`config.mk`:
```
export PLATFORM = sky130hd
export DESIGN_NAME = lfeoc_top
export DESIGN_NICKNAME = d
export VERILOG_FILES = /design/src/inc/lfeoc_pkg.sv /design/src/core/lfeoc_lf_osc.sv /design/src/core/lfeoc_capture.sv /design/src/core/lfeoc_top.sv
export VERILOG_INCLUDE_DIRS = /design/src /design/src/inc
export SDC_FILE = /design/constraint.sdc
export NUM_CORES = 1
export LEC_CHECK = 0
export BUFFER_PORTS_ARGS = -buffer_cell sky130_fd_sc_hd__buf_2
export CAP_MARGIN = 20
export CORE_ASPECT_RATIO = 0.7
export CORE_UTILIZATION = 60
export DETAILED_ROUTE_END_ITERATION = 7
export PLACE_DENSITY_LB_ADDON = 0.3
export SLEW_MARGIN = 30
export SYNTH_ARGS = -nofsm -noshare
export SYNTH_HDL_FRONTEND = slang
export SYNTH_HIERARCHICAL = 1
export SYNTH_SLANG_ARGS = --single-unit
```
`constraint.sdc`:
```
create_clock -name ref_clk -period 11.1 [get_ports ref_clk]
set_input_delay 1.665 -clock ref_clk [delete_from_list [all_inputs] [get_ports ref_clk]]
set_output_delay 1.665 -clock ref_clk [all_outputs]
set_load 0.005 [all_outputs]
```
`src/inc/lfeoc_defs.svh`:
```
`ifndef LFEOC_DEFS_SVH
`define LFEOC_DEFS_SVH

// ==========================================
// register addresses
`define LFEOC_ADDR_LF_CTRL     8'h86
`define LFEOC_ADDR_EXT_CTRL    8'hB1

// ==========================================
// low_freq_osc_control fields
`define LFEOC_LF_EN_BIT        7
`define LFEOC_LF_RDY_BIT       6
`define LFEOC_LF_TUNE_MSB      5
`define LFEOC_LF_TUNE_LSB      2
`define LFEOC_LF_DIV_MSB       1
`define LFEOC_LF_DIV_LSB       0
`define LFEOC_LF_DIV_RESET     2'h0

// ==========================================
// ext_osc_control fields
`define LFEOC_X_VLD_BIT        7
`define LFEOC_X_MODE_MSB       6
`define LFEOC_X_MODE_LSB       4
`define LFEOC_X_FCN_MSB        2
`define LFEOC_X_FCN_LSB        0
`define LFEOC_X_FCN_RESET      3'h0

// ==========================================
// timing
`define LFEOC_CLK_KHZ          100000
`define LFEOC_LF_NOM_KHZ       80
`define LFEOC_LF_HALF_CYC      (`LFEOC_CLK_KHZ / (2 * `LFEOC_LF_NOM_KHZ))
`define LFEOC_LF_TUNE_STEP     11'h014
`define LFEOC_LF_SETTLE        4'h8
`define LFEOC_X_VLD_EDGES      8'h20
`define LFEOC_X_TIMEOUT        16'h2710

`endif

```
`src/inc/lfeoc_pkg.sv`:
```
package lfeoc_pkg;

	// ==========================================
	// external oscillator modes
	typedef enum logic [2:0] {
		LFEOC_XM_OFF0      = 3'h0,
		LFEOC_XM_OFF1      = 3'h1,
		LFEOC_XM_CMOS      = 3'h2,
		LFEOC_XM_CMOS_DIV2 = 3'h3,
		LFEOC_XM_RC        = 3'h4,
		LFEOC_XM_CAP       = 3'h5,
		LFEOC_XM_XTAL      = 3'h6,
		LFEOC_XM_XTAL_DIV2 = 3'h7
	} lfeoc_xmode_e;

	// ==========================================
	// low-frequency oscillator state
	typedef struct packed {
		logic [10:0] half_cnt;
		logic        raw;
		logic [2:0]  div_cnt;
		logic        out;
		logic        rise;
		logic        fall;
		logic [3:0]  settle;
		logic        ready;
	} lfeoc_lf_s;

	// ==========================================
	// capture state
	typedef struct packed {
		logic [1:0][15:0] reload;
		logic [1:0]       pulse;
	} lfeoc_cap_s;

	// ==========================================
	// top-level state
	typedef struct packed {
		logic         lf_en;
		logic [3:0]   lf_tune;
		logic [1:0]   lf_div;
		logic         lf_div_chg;
		lfeoc_xmode_e xmode;
		logic [2:0]   ext_freq_control;
		logic [1:0]   pin_s1;
		logic [1:0]   pin_s2;
		logic         ext_prev;
		logic         ext_div2;
		logic         ext_out;
		logic         ext_tick;
		logic [7:0]   edge_cnt;
		logic [15:0]  idle_cnt;
		logic         valid;
		logic [7:0]   rdata;
		logic         p02_used;
		logic         p03_used;
		logic         p03_out;
		logic         p03_oe;
	} lfeoc_top_s;

endpackage

```
`src/core/lfeoc_lf_osc.sv`:
```
`timescale 1ns/10ps
`include "lfeoc_defs.svh"

module lfeoc_lf_osc (
	input  wire logic       ref_clk,     // system clock
	input  wire logic       rst,         // sync reset
	input  wire logic       enable,      // oscillator enable
	input  wire logic [3:0] fine_tune,   // 0 fastest, 15 slowest
	input  wire logic [1:0] div_sel,     // output divider code
	input  wire logic       div_chg,     // divider code changed
	output logic            lf_out,      // divided output level
	output logic            lf_rise,     // rising edge pulse
	output logic            lf_fall,     // falling edge pulse
	output logic            ready        // frequency settled
);
	import lfeoc_pkg::*;

	lfeoc_lf_s st_r;
	lfeoc_lf_s st_nxt;
	logic [10:0] half_len;

	// half period: nominal plus slower steps per tune code
	assign half_len = 11'(`LFEOC_LF_HALF_CYC) + 11'(fine_tune) * `LFEOC_LF_TUNE_STEP;

	// ==========================================
	// oscillator core and divider
	always_comb begin
		st_nxt = st_r;
		st_nxt.rise = 1'b0;
		st_nxt.fall = 1'b0;
		if (!enable) begin
			st_nxt.half_cnt = 11'h000;
			st_nxt.raw = 1'b0;
			st_nxt.div_cnt = 3'h0;
			st_nxt.out = 1'b0;
		end else if (st_r.half_cnt >= half_len - 11'h001) begin
			st_nxt.half_cnt = 11'h000;
			st_nxt.raw = ~st_r.raw;
			if (!st_r.raw)
				st_nxt.div_cnt = st_r.div_cnt + 3'h1;
			if (st_r.settle != `LFEOC_LF_SETTLE)
				st_nxt.settle = st_r.settle + 4'h1;
		end else begin
			st_nxt.half_cnt = st_r.half_cnt + 11'h001;
		end
		// 00 /8, 01 /4, 10 /2, 11 /1
		unique case (div_sel)
			2'h0: st_nxt.out = enable & st_nxt.div_cnt[2];
			2'h1: st_nxt.out = enable & st_nxt.div_cnt[1];
			2'h2: st_nxt.out = enable & st_nxt.div_cnt[0];
			2'h3: st_nxt.out = st_nxt.raw;
		endcase
		st_nxt.rise = st_nxt.out & ~st_r.out;
		st_nxt.fall = ~st_nxt.out & st_r.out;
		// ready clears only on divider change
		if (div_chg) begin
			st_nxt.settle = 4'h0;
			st_nxt.ready = 1'b0;
		end else if (st_nxt.settle == `LFEOC_LF_SETTLE) begin
			st_nxt.ready = 1'b1;
		end
	end

	// state register
	always_ff @(posedge ref_clk) begin
		if (rst)
			st_r <= '0;
		else
			st_r <= st_nxt;
	end

	assign lf_out = st_r.out;
	assign lf_rise = st_r.rise;
	assign lf_fall = st_r.fall;
	assign ready = st_r.ready;

endmodule // lfeoc_lf_osc

```
`src/core/lfeoc_capture.sv`:
```
`timescale 1ns/10ps

module lfeoc_capture (
	input  wire logic        ref_clk,      // system clock
	input  wire logic        rst,          // sync reset
	input  wire logic [1:0]  cap_mode,     // [0] timer 2, [1] timer 3
	input  wire logic        lf_rise,      // oscillator rising edge
	input  wire logic        lf_fall,      // oscillator falling edge
	input  wire logic [15:0] tmr2_count,   // timer 2 count bytes
	input  wire logic [15:0] tmr3_count,   // timer 3 count bytes
	output logic [15:0]      tmr2_reload,  // timer 2 reload bytes
	output logic [15:0]      tmr3_reload,  // timer 3 reload bytes
	output logic             tmr2_capture, // timer 2 capture pulse
	output logic             tmr3_capture  // timer 3 capture pulse
);
	import lfeoc_pkg::*;

	lfeoc_cap_s       st_r;
	lfeoc_cap_s       st_nxt;
	logic [1:0]       hit;
	logic [1:0][15:0] count;
	logic [1:0]       edge_sel;

	assign count[0] = tmr2_count;
	assign count[1] = tmr3_count;
	// timer 2 on falling, timer 3 on rising
	assign edge_sel = {lf_rise, lf_fall};

	// ==========================================
	// per-timer capture
	genvar i;
	generate
		for (i = 0; i < 2; i++) begin : g_ch
			assign hit[i] = cap_mode[i] & edge_sel[i];
		end
	endgenerate

	// copy count into reload on capture
	always_comb begin
		st_nxt = st_r;
		st_nxt.pulse = hit;
		for (int k = 0; k < 2; k++) begin
			if (hit[k])
				st_nxt.reload[k] = count[k];
		end
	end

	// state register
	always_ff @(posedge ref_clk) begin
		if (rst)
			st_r <= '0;
		else
			st_r <= st_nxt;
	end

	assign tmr2_reload = st_r.reload[0];
	assign tmr3_reload = st_r.reload[1];
	assign tmr2_capture = st_r.pulse[0];
	assign tmr3_capture = st_r.pulse[1];

endmodule // lfeoc_capture

```
`src/core/lfeoc_top.sv`:
```
`timescale 1ns/10ps
`include "lfeoc_defs.svh"

module lfeoc_top #(
	parameter logic [15:0] EXT_TIMEOUT = `LFEOC_X_TIMEOUT // idle cycles before valid drops
) (
	input  wire logic        ref_clk,       // 100 MHz system clock
	input  wire logic        rst,           // sync reset, active high
	input  wire logic [3:0]  factory_trim,  // factory fine-tune value
	input  wire logic [7:0]  sfr_addr,      // register address
	input  wire logic [7:0]  sfr_wdata,     // write data
	input  wire logic        sfr_wr,        // write strobe
	input  wire logic        sfr_rd,        // read strobe
	output logic [7:0]       sfr_rdata,     // read data
	input  wire logic        p0_2_in,       // crystal_pin_in pin level
	input  wire logic        p0_3_in,       // crystal_pin_out pin level
	output logic             p0_3_out,      // crystal drive level
	output logic             p0_3_oe,       // crystal drive enable
	output logic             p0_2_used,     // pin held by oscillator
	output logic             p0_3_used,     // pin held by oscillator
	output logic             ext_osc_out,   // external clock for system
	output logic             ext_osc_tick,  // external clock edge pulse
	output logic             lf_osc_out,    // divided low-frequency clock
	input  wire logic [1:0]  tmr_cap_mode,  // capture mode, timer 2 and 3
	input  wire logic [15:0] tmr2_count,    // timer 2 count bytes
	input  wire logic [15:0] tmr3_count,    // timer 3 count bytes
	output logic [15:0]      tmr2_reload,   // timer 2 reload bytes
	output logic [15:0]      tmr3_reload,   // timer 3 reload bytes
	output logic             tmr2_capture,  // timer 2 capture pulse
	output logic             tmr3_capture   // timer 3 capture pulse
);
	import lfeoc_pkg::*;

	lfeoc_top_s st_r;
	lfeoc_top_s st_nxt;
	logic       lf_ready;
	logic       lf_rise;
	logic       lf_fall;
	logic       wr_lf;
	logic       wr_ext;
	logic       xtal_mode;
	logic       cmos_mode;
	logic       ext_active;
	logic       div2_mode;
	logic       ext_src;
	logic       ext_rise;

	// ==========================================
	// register decode
	assign wr_lf = sfr_wr & (sfr_addr == `LFEOC_ADDR_LF_CTRL);
	assign wr_ext = sfr_wr & (sfr_addr == `LFEOC_ADDR_EXT_CTRL);

	// mode classes
	assign xtal_mode = (st_r.xmode == LFEOC_XM_XTAL) | (st_r.xmode == LFEOC_XM_XTAL_DIV2);
	assign cmos_mode = (st_r.xmode == LFEOC_XM_CMOS) | (st_r.xmode == LFEOC_XM_CMOS_DIV2);
	assign ext_active = st_r.xmode[2] | st_r.xmode[1];
	assign div2_mode = (st_r.xmode == LFEOC_XM_CMOS_DIV2) | (st_r.xmode == LFEOC_XM_XTAL_DIV2);

	// oscillation sensed on P0.2 for crystal, P0.3 otherwise
	assign ext_src = xtal_mode ? st_r.pin_s2[0] : st_r.pin_s2[1];
	assign ext_rise = ext_active & ext_src & ~st_r.ext_prev;

	// ==========================================
	// next-state logic
	always_comb begin
		st_nxt = st_r;
		st_nxt.lf_div_chg = 1'b0;
		st_nxt.ext_tick = 1'b0;

		// pin synchronisers
		st_nxt.pin_s1 = {p0_3_in, p0_2_in};
		st_nxt.pin_s2 = st_r.pin_s1;

		// low-frequency control writes
		if (wr_lf) begin
			st_nxt.lf_en = sfr_wdata[`LFEOC_LF_EN_BIT];
			st_nxt.lf_tune = sfr_wdata[`LFEOC_LF_TUNE_MSB:`LFEOC_LF_TUNE_LSB];
			st_nxt.lf_div = sfr_wdata[`LFEOC_LF_DIV_MSB:`LFEOC_LF_DIV_LSB];
			st_nxt.lf_div_chg = (sfr_wdata[`LFEOC_LF_DIV_MSB:`LFEOC_LF_DIV_LSB] != st_r.lf_div);
		end

		// external control writes; bit 3 and bit 7 ignored
		if (wr_ext) begin
			st_nxt.xmode = lfeoc_xmode_e'(sfr_wdata[`LFEOC_X_MODE_MSB:`LFEOC_X_MODE_LSB]);
			st_nxt.ext_freq_control = sfr_wdata[`LFEOC_X_FCN_MSB:`LFEOC_X_FCN_LSB];
		end

		// pin ownership and crystal drive
		st_nxt.p02_used = xtal_mode;
		st_nxt.p03_used = ext_active;
		st_nxt.p03_oe = xtal_mode;
		st_nxt.p03_out = xtal_mode & ~st_r.pin_s2[0];

		// external clock path, raw or halved
		st_nxt.ext_prev = ext_active & ext_src;
		if (!ext_active) begin
			st_nxt.ext_div2 = 1'b0;
			st_nxt.ext_out = 1'b0;
		end else begin
			if (ext_rise)
				st_nxt.ext_div2 = ~st_r.ext_div2;
			st_nxt.ext_out = div2_mode ? st_nxt.ext_div2 : ext_src;
			st_nxt.ext_tick = div2_mode ? (ext_rise & ~st_r.ext_div2) : ext_rise;
		end

		// valid detector: enough edges, no long gap
		if (!ext_active || cmos_mode) begin
			st_nxt.edge_cnt = 8'h00;
			st_nxt.idle_cnt = 16'h0000;
			st_nxt.valid = 1'b0;
		end else if (ext_rise) begin
			st_nxt.idle_cnt = 16'h0000;
			if (st_r.edge_cnt != `LFEOC_X_VLD_EDGES)
				st_nxt.edge_cnt = st_r.edge_cnt + 8'h01;
			if (st_nxt.edge_cnt == `LFEOC_X_VLD_EDGES)
				st_nxt.valid = 1'b1;
		end else if (st_r.idle_cnt >= EXT_TIMEOUT) begin
			st_nxt.edge_cnt = 8'h00;
			st_nxt.valid = 1'b0;
		end else begin
			st_nxt.idle_cnt = st_r.idle_cnt + 16'h0001;
		end

		// read data, held until the next read
		if (sfr_rd) begin
			unique case (sfr_addr)
				`LFEOC_ADDR_LF_CTRL:
					st_nxt.rdata = {st_r.lf_en, lf_ready, st_r.lf_tune, st_r.lf_div};
				`LFEOC_ADDR_EXT_CTRL:
					st_nxt.rdata = {st_r.valid, st_r.xmode, 1'b0, st_r.ext_freq_control};
				default:
					st_nxt.rdata = 8'h00;
			endcase
		end
	end

	// ==========================================
	// state register; trim caught at reset
	always_ff @(posedge ref_clk) begin
		if (rst) begin
			st_r <= '0;
			st_r.lf_tune <= factory_trim;
			st_r.lf_div <= `LFEOC_LF_DIV_RESET;
			st_r.ext_freq_control <= `LFEOC_X_FCN_RESET;
		end else begin
			st_r <= st_nxt;
		end
	end

	// ==========================================
	// low-frequency oscillator
	lfeoc_lf_osc u_lf (
		.ref_clk   (ref_clk),
		.rst       (rst),
		.enable    (st_r.lf_en),
		.fine_tune (st_r.lf_tune),
		.div_sel   (st_r.lf_div),
		.div_chg   (st_r.lf_div_chg),
		.lf_out    (lf_osc_out),
		.lf_rise   (lf_rise),
		.lf_fall   (lf_fall),
		.ready     (lf_ready)
	);

	// timer capture of oscillator edges
	lfeoc_capture u_cap (
		.ref_clk      (ref_clk),
		.rst          (rst),
		.cap_mode     (tmr_cap_mode),
		.lf_rise      (lf_rise),
		.lf_fall      (lf_fall),
		.tmr2_count   (tmr2_count),
		.tmr3_count   (tmr3_count),
		.tmr2_reload  (tmr2_reload),
		.tmr3_reload  (tmr3_reload),
		.tmr2_capture (tmr2_capture),
		.tmr3_capture (tmr3_capture)
	);

	// ==========================================
	// outputs from state flops
	assign sfr_rdata = st_r.rdata;
	assign p0_3_out = st_r.p03_out;
	assign p0_3_oe = st_r.p03_oe;
	assign p0_2_used = st_r.p02_used;
	assign p0_3_used = st_r.p03_used;
	assign ext_osc_out = st_r.ext_out;
	assign ext_osc_tick = st_r.ext_tick;

endmodule // lfeoc_top

```
==> impl_metrics.json <==
{
  "cts_tree": "yes",
  "grt_pass1_vias": 4465,
  "startpoint_type": "register",
  "finalSetupTns_ns": 0,
  "crit_chain": "ha_1 -> ha_1 -> fa_1 -> xnor2_1 -> a21oi_1 -> nand3_1 -> ha_1 -> nand3_1 -> a311o_4 -> a21oi_2 -> mux2_4 -> a221oi_2 -> o2111a_1",
  "cts-resized-gates": 0,
  "wl_um": 12700,
  "start_util_pct": 62.8,
  "powerDensity_nw_per_um2": 151,
  "ioPinCount": 109,
  "drive_gt1_share_pct": 26.5,
  "cts.sinks": 115,
  "antenna_found_initial": 0,
  "cp.required_ns": 11.44,
  "run_status": "finished clean",
  "dpl.hpwl_um": 8670,
  "synth_seq_cells": 115,
  "finalWorstSetupSlack_ns": 7.00,
  "die_h_um": 84.2,
  "dpl_worst_slack_ns": 7.03,
  "p_clk_share_pct": 54.2,
  "p_sw_w": 0.000216,
  "fin_crit_sh_pct": 37.0,
  "arrival_ns": 4.45,
  "post_cts_buffers": 0,
  "dr.pass1.iters": 5,
  "cts_max_level": 4,
  "cp_common_cell": "ha_1",
  "synth_edf_count": 4,
  "max_stage_delay_ns": 0.47,
  "setup_viol": 0,
  "met1_usage_pct": 34.6,
  "place_congestion": 0.904,
  "critical_path_class": "register to register",
  "maxSlewViolCount": 0,
  "busiest_layer": "met2",
  "cts_buffers": 17,
  "finalHoldViolCount": 0,
  "fill_cells": 679,
  "vias": 4740,
  "swShare_pct": 21.0,
  "cts_hold_buf": 0,
  "pwr-share-comb_pct": 5.0,
  "ys_warn_count": 6,
  "track_usage_pct": 26.2,
  "cap_violations": 0,
  "hold_path.class": "register to register",
  "nets": 800,
  "core_um2": 9220,
  "slowest_stage": "edfxtp_1",
  "root_buffer": "clkbuf_16",
  "die-area_um2": 10000,
  "synthFlopType": "dfxtp_1",
  "syn_nets": 714,
  "ant_nets": 0,
  "place_inst": 817,
  "avgRoutedWirePerCell_um": 15.0,
  "row_count": 29,
  "die_w_um": 119,
  "syn_avg_cell_area_um2": 9.24,
  "cp_max_fo": 5,
  "crit_buf_inv": 0,
  "met2_usage_pct": 41.0,
  "vias_per_cell": 5.58,
  "ir_worst_vdd_uv": 135,
  "power_frac_seq_pct": 40.8,
  "clkSlewWorstSetupHoldPaths_ns": 0.05,
  "grtUsageMet3_pct": 7.20,
  "p_leak_nw": 2.67,
  "post-route-drc-count": 0,
  "slew_headroom_pct": 37.5,
  "syn_inst": 626,
  "whs_ns": 0.428,
  "synth.distinct_cells": 70,
  "drt-initial-drc-count": 322,
  "max_freq_mhz": 244,
  "clock_latency_ns": 0.41,
  "cts_buffer_depth": 2,
  "antennaDiodeCount": 0,
  "synth_area_um2": 5790,
  "cp-end-kind": "register",
  "p_int_w": 0.000812,
  "min_period_ns": 4.10,
  "io_buffers": 108,
  "crit_family": "compound AO/OA/AOI/OAI gates",
  "fin_cells": 849,
  "grt_setup_unrepaired": "false",
  "grt_max_degree": 77,
  "grt_pass1_wl_um": 21000,
  "tightest_slew_ns": 0.938,
  "ys_seq_area_share_pct": 40.5,
  "synthArstFlopShare_pct": 0,
  "area_growth_syn_to_layout_pct": 17.4,
  "overflow": 0,
  "fin_skew_ns": 0.00664
}
[worst register-to-register path, delay by kind of cell, from the launching register on]
family / cells / cell delay, ns
adder cells (fa/ha/maj): 4 / 1.29
AND/OR/NAND/NOR: 2 / 0.24
flip-flops: 1 / 0.47
AO/OA/AOI/OAI: 5 / 1.52
multiplexers: 1 / 0.34
XOR/XNOR: 1 / 0.18
[placed cells by master (no fill, tap or decap), drive strengths merged, types with 5 or more instances in the layout]
cell type / netlist / routed
nand3: 55 / 55
ha: 27 / 27
and3: 6 / 6
o21ai: 15 / 15
a21oi: 54 / 54
nor4: 6 / 6
nor3: 16 / 16
dfxtp: 111 / 111
a211oi: 5 / 5
mux2i: 10 / 10
nor2b: 11 / 11
a22oi: 7 / 7
clkinv: 1 / 6
xnor2: 23 / 23
clkbuf: 9 / 21
a2bb2oi: 8 / 8
nand4: 7 / 7
buf: 33 / 109
xor2: 8 / 8
nor2: 59 / 59
inv: 27 / 27
a21bo: 32 / 32
nand2: 46 / 46
[layer usage]
metal  up-vias  routed length [um]  share of wire [%]
met5         -                   0                  0
met4         0                 187                1.5
met3        22                 906                7.1
met2       197                5600                 44
met1      2163                6000                 47
li1       2358                   -                  -
[state kept, by name (all words and copies together) (netlist names)]
name / flops
st_r: 43
u_lf/st_r: 19
u_cap/tmr2_reload: 16
u_cap/tmr3_reload: 16
sfr_rdata: 8
st_nxt: 2
ext_osc_out: 1
ext_osc_tick: 1
p0_3_oe: 1
p0_3_out: 1
p0_3_used: 1
u_cap/tmr2_capture: 1
u_cap/tmr3_capture: 1
u_lf/lf_fall: 1
u_lf/lf_out: 1
u_lf/lf_rise: 1
u_lf/ready: 1
[cells by family after synthesis]
logic type / synth area share, %
AOI/OAI and AO/OA: 20.0
xor gates and xnor gates: 4.69
adders and majority gates: 6.18
buffers and inverters: 7.01
DFF: 40.5
muxes: 2.70
and+or+nand+nor: 18.9
[worst paths after layout]
| check | startpoint | end | slack, ns | cells past startpoint |
|---|---|---|---|---|
| worst min-delay path | st_r[27] | st_r[27] | 0.43 | 2 |
| worst max-delay path | st_r[57] | u_lf/lf_fall | 7.00 | 13 |
| worst max register to register | st_r[57] | u_lf/lf_fall | 7.00 | 13 |
| worst min register to register | st_r[27] | st_r[27] | 0.43 | 2 |
[layout make-up]
cell class              instances  area [um^2]  area share [%]
multi-input cells             441         3040            44.8
flip-flops and latches        115         2340            34.5
repair buffers                109          548            8.06
clock buffers                  21          440            6.48
clock inverters                11          160            2.36
well taps                     124          155            2.28
inverters                      28          105            1.55
[cell usage after synthesis (2+ instances only)]
cell type | number | area [um^2]
nor3_2 | 2 | 20.0
buf_6 | 12 | 135
nand2b_1 | 2 | 12.5
a22oi_1 | 7 | 52.6
a21bo_2 | 6 | 60.1
a21o_1 | 3 | 22.5
nand2_1 | 45 | 169
a21oi_1 | 27 | 135
a21bo_1 | 26 | 260
a21oi_2 | 27 | 236
a211oi_1 | 3 | 22.5
or3_1 | 4 | 25.0
mux2i_1 | 10 | 100
nand4_1 | 7 | 43.8
xor2_1 | 8 | 70.1
edfxtp_1 | 4 | 120
nand3b_1 | 2 | 15.0
nor3_1 | 14 | 70.1
buf_2 | 11 | 55.1
a2bb2oi_1 | 8 | 70.1
nor2_1 | 59 | 221
o21ai_0 | 11 | 55.1
or2_4 | 2 | 17.5
buf_4 | 10 | 75.1
dfxtp_1 | 111 | 2220
mux2_4 | 3 | 45.0
nand3_1 | 55 | 275
ha_1 | 27 | 338
inv_1 | 27 | 101
a31oi_1 | 3 | 18.8
o21ai_1 | 3 | 15.0
clkbuf_1 | 8 | 30.0
nor4_1 | 5 | 31.3
and3_1 | 6 | 37.5
nor2b_1 | 11 | 68.8
xnor2_1 | 23 | 201
[stage by stage]
step | area [um^2] | total power [W] | utilization, %
6_report | 6800 | 0.00103 | 73.7
5_1_grt | 6800 | 0.00106 | 73.7
4_1_cts | 6790 | 0.00103 | 73.7
3_5_place_dp | 6190 | 0.000478 | 67.2
3_3_place_gp | 6190 | 0.000475 | 67.2
2_1_floorplan | 5790 | 0.000461 | -
[power groups by stage]
stage               Clock [W]  Sequential (W)  Combinational [W]
finish               0.000557        0.000420          0.0000509
global route         0.000584        0.000420          0.0000569
CTS                  0.000563        0.000419          0.0000507
detailed placement          0        0.000428          0.0000501
global placement            0        0.000428          0.0000466
floorplan                   0        0.000428          0.0000335
Note: power is estimated with default switching activity, not from simulation.
